$ cat src/rbc_consts.vh
// Constants for the reset and boot configuration controller.
// Assumes inclusion by bare name from the design files.
`ifndef RBC_CONSTS_VH
`define RBC_CONSTS_VH

// Register byte offsets
`define RBC_OFS_CTRL       12'h000
`define RBC_OFS_STAT       12'h004
`define RBC_OFS_USLSTS     12'h008
`define RBC_OFS_DSLSTS     12'h00c
`define RBC_OFS_RSTCTL     12'h010
`define RBC_OFS_OVR        12'h014
`define RBC_OFS_EEWR       12'h018

// Control register fields
`define RBC_CTL_FUND       0
`define RBC_CTL_HRST       1
`define RBC_CTL_HALT       2

// Status register fields
`define RBC_STS_CCDS       0
`define RBC_STS_CCUS       1
`define RBC_STS_SLOW       2
`define RBC_STS_HALT       3
`define RBC_STS_MODE_LO    4
`define RBC_STS_MODE_HI    6
`define RBC_STS_COLD       8
`define RBC_STS_WARM       9
`define RBC_STS_INRST      10
`define RBC_STS_HALTED     11
`define RBC_STS_MODE_RSVD  12

// Secondary bus reset control fields
`define RBC_RC_USBR        0
`define RBC_RC_DSBR_LO     1

// Override register fields
`define RBC_OVR_CCDS       0
`define RBC_OVR_CCUS       1
`define RBC_OVR_HALT       2
`define RBC_OVR_MODE_LO    4
`define RBC_OVR_EN         8

// Link status slot clock bit
`define RBC_LS_SCLK        12

// Switch modes
`define RBC_MODE_NORMAL    3'h0
`define RBC_MODE_EEPROM    3'h1

// Timing
`define RBC_CLK_MHZ        100
`define RBC_RST_STEP_NS    200
`define RBC_RST_STEP_CYC   ((`RBC_RST_STEP_NS * `RBC_CLK_MHZ + 999) / 1000)
`define RBC_HOT_NS         100
`define RBC_HOT_CYC        ((`RBC_HOT_NS * `RBC_CLK_MHZ + 999) / 1000)

`endif

$ cat src/rbc_ctrl.v
// Reset and boot configuration controller of a three-port switch.
// Assumes an APB master on pclk, a 100 MHz pclk derived from the single
// reference clock, and power-on reset on presetn.
//
// Behaviour
// - One 100 MHz reference clocks everything; all logic here runs on pclk.
// - Straps are captured when the fundamental reset input is released.
// - Strap changes at any other time are ignored.
// - Captured straps stay readable in the switch status register.
// - Overridable straps may be replaced by EEPROM or SMBus during reset.
// - Downstream common-clock strap loads every downstream slot clock bit.
// - Upstream common-clock strap loads the upstream slot clock bit.
// - Slow strap selects 100 KHz master bus, else 400 KHz; no override.
// - Reset input assertion resets logic and starts a fundamental reset.
// - Halt strap keeps device in reset after procedure, buses alive.
// - Halted device leaves reset only when halt bit is cleared.
// - Mode strap: 0 normal, 1 normal with EEPROM, 2 to 7 reserved.
// - Fundamental reset returns every register field to initial state; the trigger-bit reset keeps the secondary bus reset bits.
// - Hot reset resets logic but keeps sticky fields.
// - Upstream secondary bus reset hot resets all but upstream bridge.
// - Downstream secondary bus reset propagates hot reset on its link.
// - Writing one to the trigger bit starts a warm fundamental reset.
// - Reset input with power kept is warm; after power-on it is cold.
// - EEPROM may modify any bit of any software-visible register; here not the status register, and slot clock bits are reloaded after it.
// - Reset without the input reuses previously captured straps.
// - Trigger write completes successfully before warm reset starts.
//
// Added by the designer: the APB interface to the registers and the register addresses.
`default_nettype none
`include "rbc_consts.vh"

module rbc_ctrl #(
    parameter NDS      = 2,
    parameter STEP_CYC = `RBC_RST_STEP_CYC,
    parameter HOT_CYC  = `RBC_HOT_CYC
) (
    input  wire            pclk,
    input  wire            presetn,
    input  wire            psel,
    input  wire            penable,
    input  wire            pwrite,
    input  wire [11:0]     paddr,
    input  wire [31:0]     pwdata,
    output reg  [31:0]     prdata,
    output reg             pready,
    output reg             pslverr,
    input  wire            fund_reset_in_n,
    input  wire            common_clk_downstream_strap,
    input  wire            common_clk_upstream_strap,
    input  wire            master_mgmt_bus_slow_strap,
    input  wire            reset_halt,
    input  wire [2:0]      switch_mode_strap,
    input  wire            ee_wr_valid,
    input  wire [11:0]     ee_wr_addr,
    input  wire [31:0]     ee_wr_data,
    input  wire            upstream_hot_req,
    output reg             core_reset_n,
    output reg             sticky_reset_n,
    output reg             upstream_bridge_reset_n,
    output reg  [NDS-1:0]  vbus_hot_reset,
    output reg  [NDS-1:0]  ds_link_hot_reset,
    output reg             mgmt_bus_slow,
    output reg             ee_init_en,
    output reg             mode_reserved
);

////////////////////////////////////////////////////////////////////////////////
// Pin synchronisation

wire       perst_s;
wire [6:0] straps_s;

rbc_sync3 #(.W(1), .RST(0)) u_sync_perst (
    .pclk    (pclk),
    .presetn (presetn),
    .din     (fund_reset_in_n),
    .dout    (perst_s)
);

rbc_sync3 #(.W(7), .RST(0)) u_sync_straps (
    .pclk    (pclk),
    .presetn (presetn),
    .din     ({switch_mode_strap, reset_halt, master_mgmt_bus_slow_strap,
                common_clk_upstream_strap, common_clk_downstream_strap}),
    .dout    (straps_s)
);

////////////////////////////////////////////////////////////////////////////////
// Sequencer

localparam S_IN_RESET = 3'h0;
localparam S_STEP     = 3'h1;
localparam S_HALT     = 3'h2;
localparam S_RUN      = 3'h3;
localparam S_HOT      = 3'h4;

reg [2:0]  state_r;
reg [15:0] cnt_r;
reg        perst_d_r;
reg        powered_r;
reg        cold_r;
reg        warm_r;
reg [6:0]  cap_r;
reg        fund_reset_trigger_bit_pend_r;
reg        halt_bit_r;
reg        usbr_r;
reg [NDS-1:0] dsbr_r;
reg [8:0]  ovr_r;
reg        sclk_us_r;
reg [NDS-1:0] sclk_ds_r;
reg        load_sclk_r;
reg [31:0] sticky_r;

wire perst_rise = perst_s & ~perst_d_r;
wire perst_low  = ~perst_s;

// Effective straps after the optional override during fundamental reset
wire [2:0] eff_mode = ovr_r[`RBC_OVR_EN] ?
                      ovr_r[`RBC_OVR_MODE_LO+2:`RBC_OVR_MODE_LO] : cap_r[6:4];
wire       eff_halt = ovr_r[`RBC_OVR_EN] ? ovr_r[`RBC_OVR_HALT] : cap_r[3];
wire       eff_ccus = ovr_r[`RBC_OVR_EN] ? ovr_r[`RBC_OVR_CCUS] : cap_r[1];
wire       eff_ccds = ovr_r[`RBC_OVR_EN] ? ovr_r[`RBC_OVR_CCDS] : cap_r[0];

////////////////////////////////////////////////////////////////////////////////
// APB decode

wire apb_acc  = psel & penable & pready;
wire apb_wr   = apb_acc & pwrite;
wire in_fund  = (state_r == S_IN_RESET) | (state_r == S_STEP);

function is_mapped;
    input [11:0] a;
    begin
        is_mapped = (a == `RBC_OFS_CTRL) | (a == `RBC_OFS_STAT) |
                    (a == `RBC_OFS_USLSTS) | (a == `RBC_OFS_DSLSTS) |
                    (a == `RBC_OFS_RSTCTL) | (a == `RBC_OFS_OVR) |
                    (a == `RBC_OFS_EEWR);
    end
endfunction

// A single write port shared by software and the EEPROM loader
wire        wr_en   = apb_wr | (ee_wr_valid & ee_init_en);
wire [11:0] wr_addr = apb_wr ? paddr  : ee_wr_addr;
wire [31:0] wr_data = apb_wr ? pwdata : ee_wr_data;

wire [31:0] status_word = {19'h0, (eff_mode > `RBC_MODE_EEPROM),
                           state_r == S_HALT, ~core_reset_n, warm_r, cold_r,
                           1'b0, cap_r[6:4], cap_r[3], cap_r[2], cap_r[1], cap_r[0]};

always @(posedge pclk or negedge presetn)
begin
    if (!presetn)
    begin
        pready  <= 1'b0;
        pslverr <= 1'b0;
        prdata  <= 32'h0;
    end
    else
    begin
        // One wait state: answer in the second access cycle
        pready  <= psel & penable & ~pready;
        pslverr <= psel & penable & ~pready & ~is_mapped(paddr);
        if (psel & penable & ~pready & ~pwrite)
        begin
            case (paddr)
                `RBC_OFS_CTRL:   prdata <= {29'h0, halt_bit_r, 2'h0};
                `RBC_OFS_STAT:   prdata <= status_word;
                `RBC_OFS_USLSTS: prdata <= {19'h0, sclk_us_r, 12'h0};
                `RBC_OFS_DSLSTS: prdata <= {{(32-NDS){1'b0}}, sclk_ds_r};
                `RBC_OFS_RSTCTL: prdata <= {{(31-NDS){1'b0}}, dsbr_r, usbr_r};
                `RBC_OFS_OVR:    prdata <= {23'h0, ovr_r};
                `RBC_OFS_EEWR:   prdata <= sticky_r;
                default:         prdata <= 32'h0;
            endcase
        end
    end
end

////////////////////////////////////////////////////////////////////////////////
// Strap capture and reset classification

always @(posedge pclk or negedge presetn)
begin
    if (!presetn)
    begin
        perst_d_r <= 1'b0;
        powered_r <= 1'b0;
        cold_r    <= 1'b0;
        warm_r    <= 1'b0;
        cap_r     <= 7'h0;
    end
    else
    begin
        perst_d_r <= perst_s;
        if (perst_rise)
        begin
            cap_r     <= straps_s;
            powered_r <= 1'b1;
            cold_r    <= ~powered_r;
            warm_r    <= powered_r;
        end
        else if (state_r == S_RUN && fund_reset_trigger_bit_pend_r)
        begin
            cold_r <= 1'b0;
            warm_r <= 1'b1;
        end
    end
end

////////////////////////////////////////////////////////////////////////////////
// Reset state machine

always @(posedge pclk or negedge presetn)
begin
    if (!presetn)
    begin
        state_r      <= S_IN_RESET;
        cnt_r        <= 16'h0;
        fund_reset_trigger_bit_pend_r  <= 1'b0;
        halt_bit_r   <= 1'b0;
        usbr_r       <= 1'b0;
        dsbr_r       <= {NDS{1'b0}};
        ovr_r        <= 9'h0;
        load_sclk_r  <= 1'b0;
    end
    else
    begin
        load_sclk_r <= 1'b0;
        if (perst_low)
        begin
            state_r     <= S_IN_RESET;
            fund_reset_trigger_bit_pend_r <= 1'b0;
            halt_bit_r  <= 1'b0;
            usbr_r      <= 1'b0;
            dsbr_r      <= {NDS{1'b0}};
            ovr_r       <= 9'h0;
        end
        else
        begin
            if (wr_en && wr_addr == `RBC_OFS_CTRL)
            begin
                if (wr_data[`RBC_CTL_FUND])
                    fund_reset_trigger_bit_pend_r <= 1'b1;
                if (!wr_data[`RBC_CTL_HALT])
                    halt_bit_r <= 1'b0;
                else if (in_fund)
                    halt_bit_r <= 1'b1;
            end
            if (wr_en && wr_addr == `RBC_OFS_RSTCTL)
            begin
                usbr_r <= wr_data[`RBC_RC_USBR];
                dsbr_r <= wr_data[`RBC_RC_DSBR_LO+NDS-1:`RBC_RC_DSBR_LO];
            end
            if (wr_en && wr_addr == `RBC_OFS_OVR && in_fund)
                ovr_r <= wr_data[8:0];
            case (state_r)
                S_IN_RESET:
                begin
                    state_r <= S_STEP;
                    cnt_r   <= STEP_CYC[15:0];
                    halt_bit_r <= perst_rise ? straps_s[3] : eff_halt;
                end
                S_STEP:
                begin
                    if (cnt_r > 16'h1)
                        cnt_r <= cnt_r - 16'h1;
                    else
                    begin
                        load_sclk_r <= 1'b1;
                        state_r <= halt_bit_r ? S_HALT : S_RUN;
                    end
                end
                S_HALT:
                begin
                    if (!halt_bit_r)
                        state_r <= S_RUN;
                end
                S_RUN:
                begin
                    // The answer of the trigger write has gone out already
                    if (fund_reset_trigger_bit_pend_r && !pready)
                    begin
                        fund_reset_trigger_bit_pend_r <= 1'b0;
                        state_r     <= S_IN_RESET;
                        halt_bit_r  <= 1'b0;
                        ovr_r       <= 9'h0;
                    end
                    else if (upstream_hot_req || (wr_en && wr_addr == `RBC_OFS_CTRL &&
                             wr_data[`RBC_CTL_HRST]))
                    begin
                        state_r <= S_HOT;
                        cnt_r   <= HOT_CYC[15:0];
                    end
                end
                S_HOT:
                begin
                    if (cnt_r > 16'h1)
                        cnt_r <= cnt_r - 16'h1;
                    else
                        state_r <= S_RUN;
                end
                default: state_r <= S_IN_RESET;
            endcase
        end
    end
end

////////////////////////////////////////////////////////////////////////////////
// Slot clock bits, sticky scratch and outputs

always @(posedge pclk or negedge presetn)
begin
    if (!presetn)
    begin
        sclk_us_r <= 1'b0;
        sclk_ds_r <= {NDS{1'b0}};
        sticky_r  <= 32'h0;
    end
    else
    begin
        if (load_sclk_r)
        begin
            sclk_us_r <= eff_ccus;
            sclk_ds_r <= {NDS{eff_ccds}};
        end
        else
        begin
            if (wr_en && wr_addr == `RBC_OFS_USLSTS)
                sclk_us_r <= wr_data[`RBC_LS_SCLK];
            if (wr_en && wr_addr == `RBC_OFS_DSLSTS)
                sclk_ds_r <= wr_data[NDS-1:0];
        end
        // Sticky scratch survives hot reset; cleared only by fundamental reset
        if (perst_low || (state_r == S_RUN && fund_reset_trigger_bit_pend_r && !pready))
            sticky_r <= 32'h0;
        else if (wr_en && wr_addr == `RBC_OFS_EEWR)
            sticky_r <= wr_data;
    end
end

always @(posedge pclk or negedge presetn)
begin
    if (!presetn)
    begin
        core_reset_n            <= 1'b0;
        sticky_reset_n          <= 1'b0;
        upstream_bridge_reset_n <= 1'b0;
        vbus_hot_reset          <= {NDS{1'b0}};
        ds_link_hot_reset       <= {NDS{1'b0}};
        mgmt_bus_slow           <= 1'b0;
        ee_init_en              <= 1'b0;
        mode_reserved           <= 1'b0;
    end
    else
    begin
        core_reset_n            <= (state_r == S_RUN);
        sticky_reset_n          <= ~in_fund;
        upstream_bridge_reset_n <= (state_r == S_RUN);
        vbus_hot_reset          <= {NDS{usbr_r | (state_r == S_HOT)}};
        ds_link_hot_reset       <= dsbr_r | {NDS{state_r == S_HOT}};
        mgmt_bus_slow           <= cap_r[2];
        ee_init_en              <= (state_r == S_STEP) &&
                                   (eff_mode == `RBC_MODE_EEPROM);
        mode_reserved           <= (eff_mode > `RBC_MODE_EEPROM);
    end
end

endmodule // rbc_ctrl

`default_nettype wire

$ cat src/rbc_sync3.v
// Three-flop synchroniser with agreement filter for strap and reset pins.
// Assumes inputs are asynchronous to pclk.
`default_nettype none

module rbc_sync3 #(
    parameter W   = 1,
    parameter RST = 0
) (
    input  wire         pclk,
    input  wire         presetn,
    input  wire [W-1:0] din,
    output reg  [W-1:0] dout
);

reg [W-1:0] s1_r;
reg [W-1:0] s2_r;
reg [W-1:0] s3_r;

// A change counts only once the second and third flops agree
always @(posedge pclk or negedge presetn)
begin
    if (!presetn)
    begin
        s1_r <= {W{RST[0]}};
        s2_r <= {W{RST[0]}};
        s3_r <= {W{RST[0]}};
        dout <= {W{RST[0]}};
    end
    else
    begin
        s1_r <= din;
        s2_r <= s1_r;
        s3_r <= s2_r;
        if (s2_r == s3_r)
            dout <= s3_r;
    end
end

endmodule // rbc_sync3

`default_nettype wire

$ cat config.mk
export PLATFORM = sky130hd
export DESIGN_NAME = rbc_ctrl
export DESIGN_NICKNAME = d
export VERILOG_FILES = /design/src/rbc_ctrl.v /design/src/rbc_sync3.v
export VERILOG_INCLUDE_DIRS = /design/src
export SDC_FILE = /design/constraint.sdc
export NUM_CORES = 1
export LEC_CHECK = 0
export ABC_AREA = 0
export CORE_MARGIN = 10
export CORE_UTILIZATION = 63
export CTS_CLUSTER_DIAMETER = 80
export DETAILED_ROUTE_END_ITERATION = 10
export DONT_BUFFER_PORTS = 1
export PLACE_DENSITY = 0.9
export SYNTH_ARGS = -nofsm -noshare
export SYNTH_HDL_FRONTEND = slang
export SYNTH_SLANG_ARGS = --single-unit
$ cat constraint.sdc
create_clock -name pclk -period 2.7 [get_ports pclk]
set_clock_uncertainty 0.1 [all_clocks]
set_input_delay 0.27 -clock pclk [delete_from_list [all_inputs] [get_ports pclk]]
set_output_delay 0.27 -clock pclk [all_outputs]
set_load 0.01 [all_outputs]
# After elaboration in Yosys (flattened, before gate mapping)
# Index checks and enable logic that the tools add are counted.
[word_totals]
register_bits = 154
[op_classes]
addsub = 1
n_lt_le_gt_ge = 2
eq_ne = 26
mux = 52
n_bitwise = 26
reduce_logical = 26
[op_table]
columns = ["operator", "n"]
rows = [
  ["$pmux 32 s7", 1],
  ["$mux 32", 3],
  ["$eq 12x5->1 const B", 6],
  ["$eq 12x4->1 const B", 4],
  ["$mux 16", 3],
  ["$pmux 16 s3", 1],
  ["$mux 9", 4],
  ["$mux 1", 26],
  ["$logic_not 12->1", 2],
  ["$mux 3", 7],
  ["$gt 16x1->1 const B", 1],
  ["$sub 16x1->16 const B", 1],
  ["$pmux 3 s5", 1],
  ["$eq 12x3->1 const B", 1],
  ["$logic_and 1x1->1", 12],
  ["$mux 12", 1],
  ["$ne 3x3->1 const B", 3],
  ["$or 1x1->1", 9],
  ["$and 1x1->1", 8],
  ["$mux 2", 4],
  ["$not 1->1", 8],
  ["$reduce_bool 2->1", 4],
  ["$eq 7x7->1", 1],
  ["$eq 3x1->1 const B", 2],
  ["16 further kinds", 20],
]

# Longest topological paths before layout
[logic_depth]
ltp_word = 12
depth_mapped = 9

# By module
# From an unflattened synthesis, not the netlist that was laid out.
[hier_totals]
hier_cells = 675
hier_area_um2 = 6990.5
[by_module_without_submodules]
columns = ["module", "instances", "cells_each", "area_each_um2", "seq_area_each_um2"]
rows = [
  ["rbc_ctrl", 1, 626, 6013.3, 3052.9],
  ["rbc_sync3 (u_sync_straps)", 1, 44, 865.8, 700.7],
  ["rbc_sync3 (u_sync_perst)", 1, 5, 111.4, 100.1],
]

# Worst setup path before layout
# No wires, ideal clock.
[synth_timing]
path_type = "register -> register"
start = "reg pready"
end = "reg ovr_r[7]"
arrival_time_ns = 2.070
setup_slack_ns = 0.456
stages_incl_launch_ff = 8
cell_sequence = "dfrtp_1 > nand4_4 > buf_6 > mux2_4 > or4b_4 > buf_6 > or2_1 > a21oi_2"
[synth_between]
elab_chain_cells = 10
[synth_rtl]
columns = ["element", "line_no", "text"]
rows = [
  ["start: declaration", "rbc_ctrl.v:45", "output reg pready,"],
  ["start signal: assignment", "rbc_ctrl.v:161", "pready <= psel & penable & ~pready;"],
  ["$and 1x1->1", "rbc_ctrl.v:127", "wire apb_acc = psel & penable & pready;"],
  ["$and 1x1->1", "rbc_ctrl.v:128", "wire apb_wr = apb_acc & pwrite;"],
  ["$mux 12", "rbc_ctrl.v:143", "wire [11:0] wr_addr = apb_wr ? paddr : ee_wr_addr;"],
  ["$eq 12x5->1 (no source line)", "-", ""],
  ["$logic_and 1x1->1 (no source line)", "-", ""],
  ["$logic_and 1x1->1", "rbc_ctrl.v:254", "if (wr_en && wr_addr == `RBC_OFS_OVR && in_fund)"],
  ["$mux 9", "rbc_ctrl.v:254", ""],
  ["$mux 9", "rbc_ctrl.v:281", "if (fund_reset_trigger_bit_pend_r && !pready)"],
  ["$mux 9 (*)", "rbc_ctrl.v:256", "case (state_r)"],
  ["$mux 9 (*)", "rbc_ctrl.v:229", "if (perst_low)"],
  ["end signal: assignment", "rbc_ctrl.v:255", "ovr_r <= wr_data[8:0];"],
  ["end: declaration", "rbc_ctrl.v:108", "reg [8:0] ovr_r;"],
]
# Every way passes the cells marked *; elsewhere a longest branch is shown, timed or not.
# A chain may end at the register's enable or synchronous reset.

# Worst setup path in the final report
[layout_timing]
start = "reg pready"
end = "reg sticky_r[16]"
[layout_between]
elab_chain_cells = 6
[layout_rtl]
columns = ["element", "line_no", "text"]
rows = [
  ["$and 1x1->1", "rbc_ctrl.v:127", ""],
  ["$and 1x1->1", "rbc_ctrl.v:128", ""],
  ["$mux 12", "rbc_ctrl.v:143", ""],
  ["$eq 12x5->1 (no source line)", "-", ""],
  ["$logic_and 1x1->1 (no source line)", "-", ""],
  ["$reduce_bool 2->1 (no source line)", "-", ""],
  ["end signal: assignment", "rbc_ctrl.v:337", "sticky_r <= wr_data;"],
  ["end: declaration", "rbc_ctrl.v:112", "reg [31:0] sticky_r;"],
]
# Parallel ways exist; a longest one is shown, timed or not. The select of a mux whose other input is x is not followed.

==> impl_metrics.toml <==
[timing]
finalSetupViolCount = 0
min_period_ps = 2580
worstMarginPinSlew_ps = 711
grt_setup_unrepaired = "false"
relSlewSlack_pct = 52.2
finalHoldViolCount = 154
clock.fmax_mhz = 387
period_share_pct = 95.7
fin_tns_setup_ps = 0
final_max_slew_viol_count = 0
hold_ws_ps = -674

[synth]
ys_types = 57
netlist_top_cells_count = "dfrtp_1 (154), nand2_1 (109), nor2_1 (65), mux2i_1 (46), o21ai_0 (44)"
syn_inst = 689
syn_nets = 794
yosysSeqAreaShare_pct = 54.9
syn_area_mm2 = 0.00702
synth.most_common_cell = "dfrtp_1"
synth_edf_count = 0
synth_top_cell_by_area = "dfrtp_1"
synth_top_cell_area_share_pct = 54.9
synthArstFlopShare_pct = 100
avgSynthCellArea_um2 = 10.2
synth_warnings = 0
ys_ff_latch = 154
synthTopCellsByArea = "dfrtp_1 (55%), mux2i_1 (6.6%), nand2_1 (5.8%)"
ys.flop_type = "dfrtp_1"

[job]
drv_cap = 0

[clocking]
cts_inserted_buffers = 17
clkTransAtPathRegs_ps = 70
clk_path_buf_depth = 2
cts.sinks = 154
htreeDepth = 4
clock_latency_ps = 550
tritoncts = "done"
cts_root_buf = "clkbuf_8"
post_cts_buffers = 0
cts_hold_buf = 78

[critical_path]
cp.required_ps = 2990
crit_fanout = 28
ff2ff_path_depth = 5
worst_ep_arrival_time_ps = 2880
crit_path_end_kind = "flip-flop"
r2r_setup_slack_ps = 120
worstSetupStartpointType = "flip-flop"
reg2reg_to = "sticky_r[16]"
regToRegStartpoint = "pready"
cp-endpoint = "sticky_r[16]"
startpoint = "pready"
critPathKind = "reg -> reg"

[finish]
final_nets = 863
post-route-cell-area_mm2 = 0.00850
drive_above_1_share_pct = 10.6
synthToLayoutAreaGrowth_pct = 21.1
fillers = 586

[floorplanning]
die_w_um = 126
rows = 38
dieArea_mm2 = 0.0158
ioPinCount = 147
start_util_pct = 64.4
core_mm2 = 0.0109
die_y_um = 126

[drt]
viasPerCell = 6.51
dr.pass1.iters = 5
ant_nets = 0
wire_per_inst_um = 23.3
routed_wl_mm = 21.3
vias = 5944
drt_iter0_markers = 979
drc = 0

[power_and_ir_drop]
p_leak_uw = 0.00386
p_per_area_mw_per_mm2 = 663
vdd_drop_max_v = 0.000517

[grt]
grt_max_degree = 155
grt_overflow = 0
grt_pass1_wl_mm = 33.3
antenna_found_initial = 2
grt_pass1_vias = 6071
grt_usage_pct = 26.1

[placement]
post_dp_cell_area_mm2 = 0.00714
hpwl_mm = 12.2
gp_congestion = 0.863
place.port_buffers = 0

[run_status]
failed_checks = "negative hold slack"
outcome = "finished with violations"

[hold_path]
hp-class = "in -> async"
flip-flops by register name (all words and copies together), names as in the netlist, 2 cells and up:
| name | flops |
|---|---|
| u_sync_straps.s2_r | 7 |
| ds_link_hot_reset | 2 |
| u_sync_straps.dout | 7 |
| u_sync_straps.s3_r | 7 |
| state_r | 3 |
| dsbr_r | 2 |
| ovr_r | 9 |
| cap_r | 7 |
| cnt_r | 16 |
| u_sync_straps.s1_r | 7 |
| sticky_r | 32 |
| sclk_ds_r | 2 |
| prdata | 32 |
placed cells by master (no fill, tap or decap), drive strengths merged, types with 5 or more instances in the layout:
master and count:
a221o 5, a21oi 37, nor4 12, mux2i 46, nand3 9, dlygate4sd3 78
o21ai 45, inv 13, a22oi 6, dfrtp 154, clkbuf 21, a211oi 32
nand2 109, mux2 17, nor2 65, nand2b 9, nor2b 7, or2 11
nor3 14, a31oi 12, buf 13
layer usage:
metal | global-route usage, % | up-vias | part of all wire (%)
met5 | 0 | - | 0
met4 | 13.4 | 0 | 4.6
met3 | 9.42 | 109 | 11
met2 | 43.2 | 435 | 50
met1 | 29.1 | 2831 | 35
li1 | - | 2569 | -
report_power, final:
group          internal (uW)  switching (uW)
Clock                   1310             976
Sequential              2480             203
Combinational            320             352
Total                   4110            1530
worst min-delay path by stage:
stage	startpoint	to
after floorplan	presetn	cap_r[0]
after global placement	presetn	sticky_reset_n
after detailed placement	presetn	sticky_reset_n
after CTS	presetn	sticky_r[19]
after global routing	presetn	prdata[10]
final	presetn	vbus_hot_reset[0]
logic make-up (layout without fill, tap and decap cells):
family / Yosys count / after routing / synth area share [%]
other: 0 / 2 / 0
flip-flops: 154 / 154 / 54.9
AND/OR/NAND/NOR: 254 / 254 / 17.0
buffers and inverters: 51 / 133 / 3.10
AO/OA/AOI/OAI: 156 / 156 / 14.1
adder cells (fa/ha/maj): 3 / 3 / 0.499
multiplexers: 63 / 63 / 9.34
XOR/XNOR: 8 / 8 / 0.998
through the flow:
step           cells  hold slack (ps)  setup WS (ps)  power [uW]  utilization (%)
4_1_cts          911             -694            238        5580             78.0
3_5_place_dp     801             -120            255        3250             65.6
5_1_grt          912             -698           41.5        5850             78.0
2_1_floorplan    689             -126            456        3070                -
6_report         913             -674            117        5640             78.1
3_3_place_gp     801             -121            310        3190             65.6
layout make-up:
type / instances / area (um^2) / share of cell area (%)
Clock inverter: 11 / 110 / 1.30
Sequential cell: 154 / 3850 / 45.3
Multi-Input combinational cell: 484 / 2970 / 34.9
Timing Repair Buffer: 91 / 891 / 10.5
Inverter: 10 / 37.5 / 0.442
Clock buffer: 21 / 459 / 5.40
Antenna cell: 2 / 5.00 / 0.0589
Tap cell: 140 / 175 / 2.06
critical path, cell delays in order, from the launching register on:
cell and delay, ps:
dfrtp_1 410, nand4_4 210, buf_4 480, mux2i_1 180
dlygate4sd3_1 590, a211oi_1 450
repair_timing:
action                     in CTS  in global routing
hold endpoints to repair      201                154
resized for setup               0                  1
setup endpoints to repair       0                  4
Power figures use the tool's default switching activity.
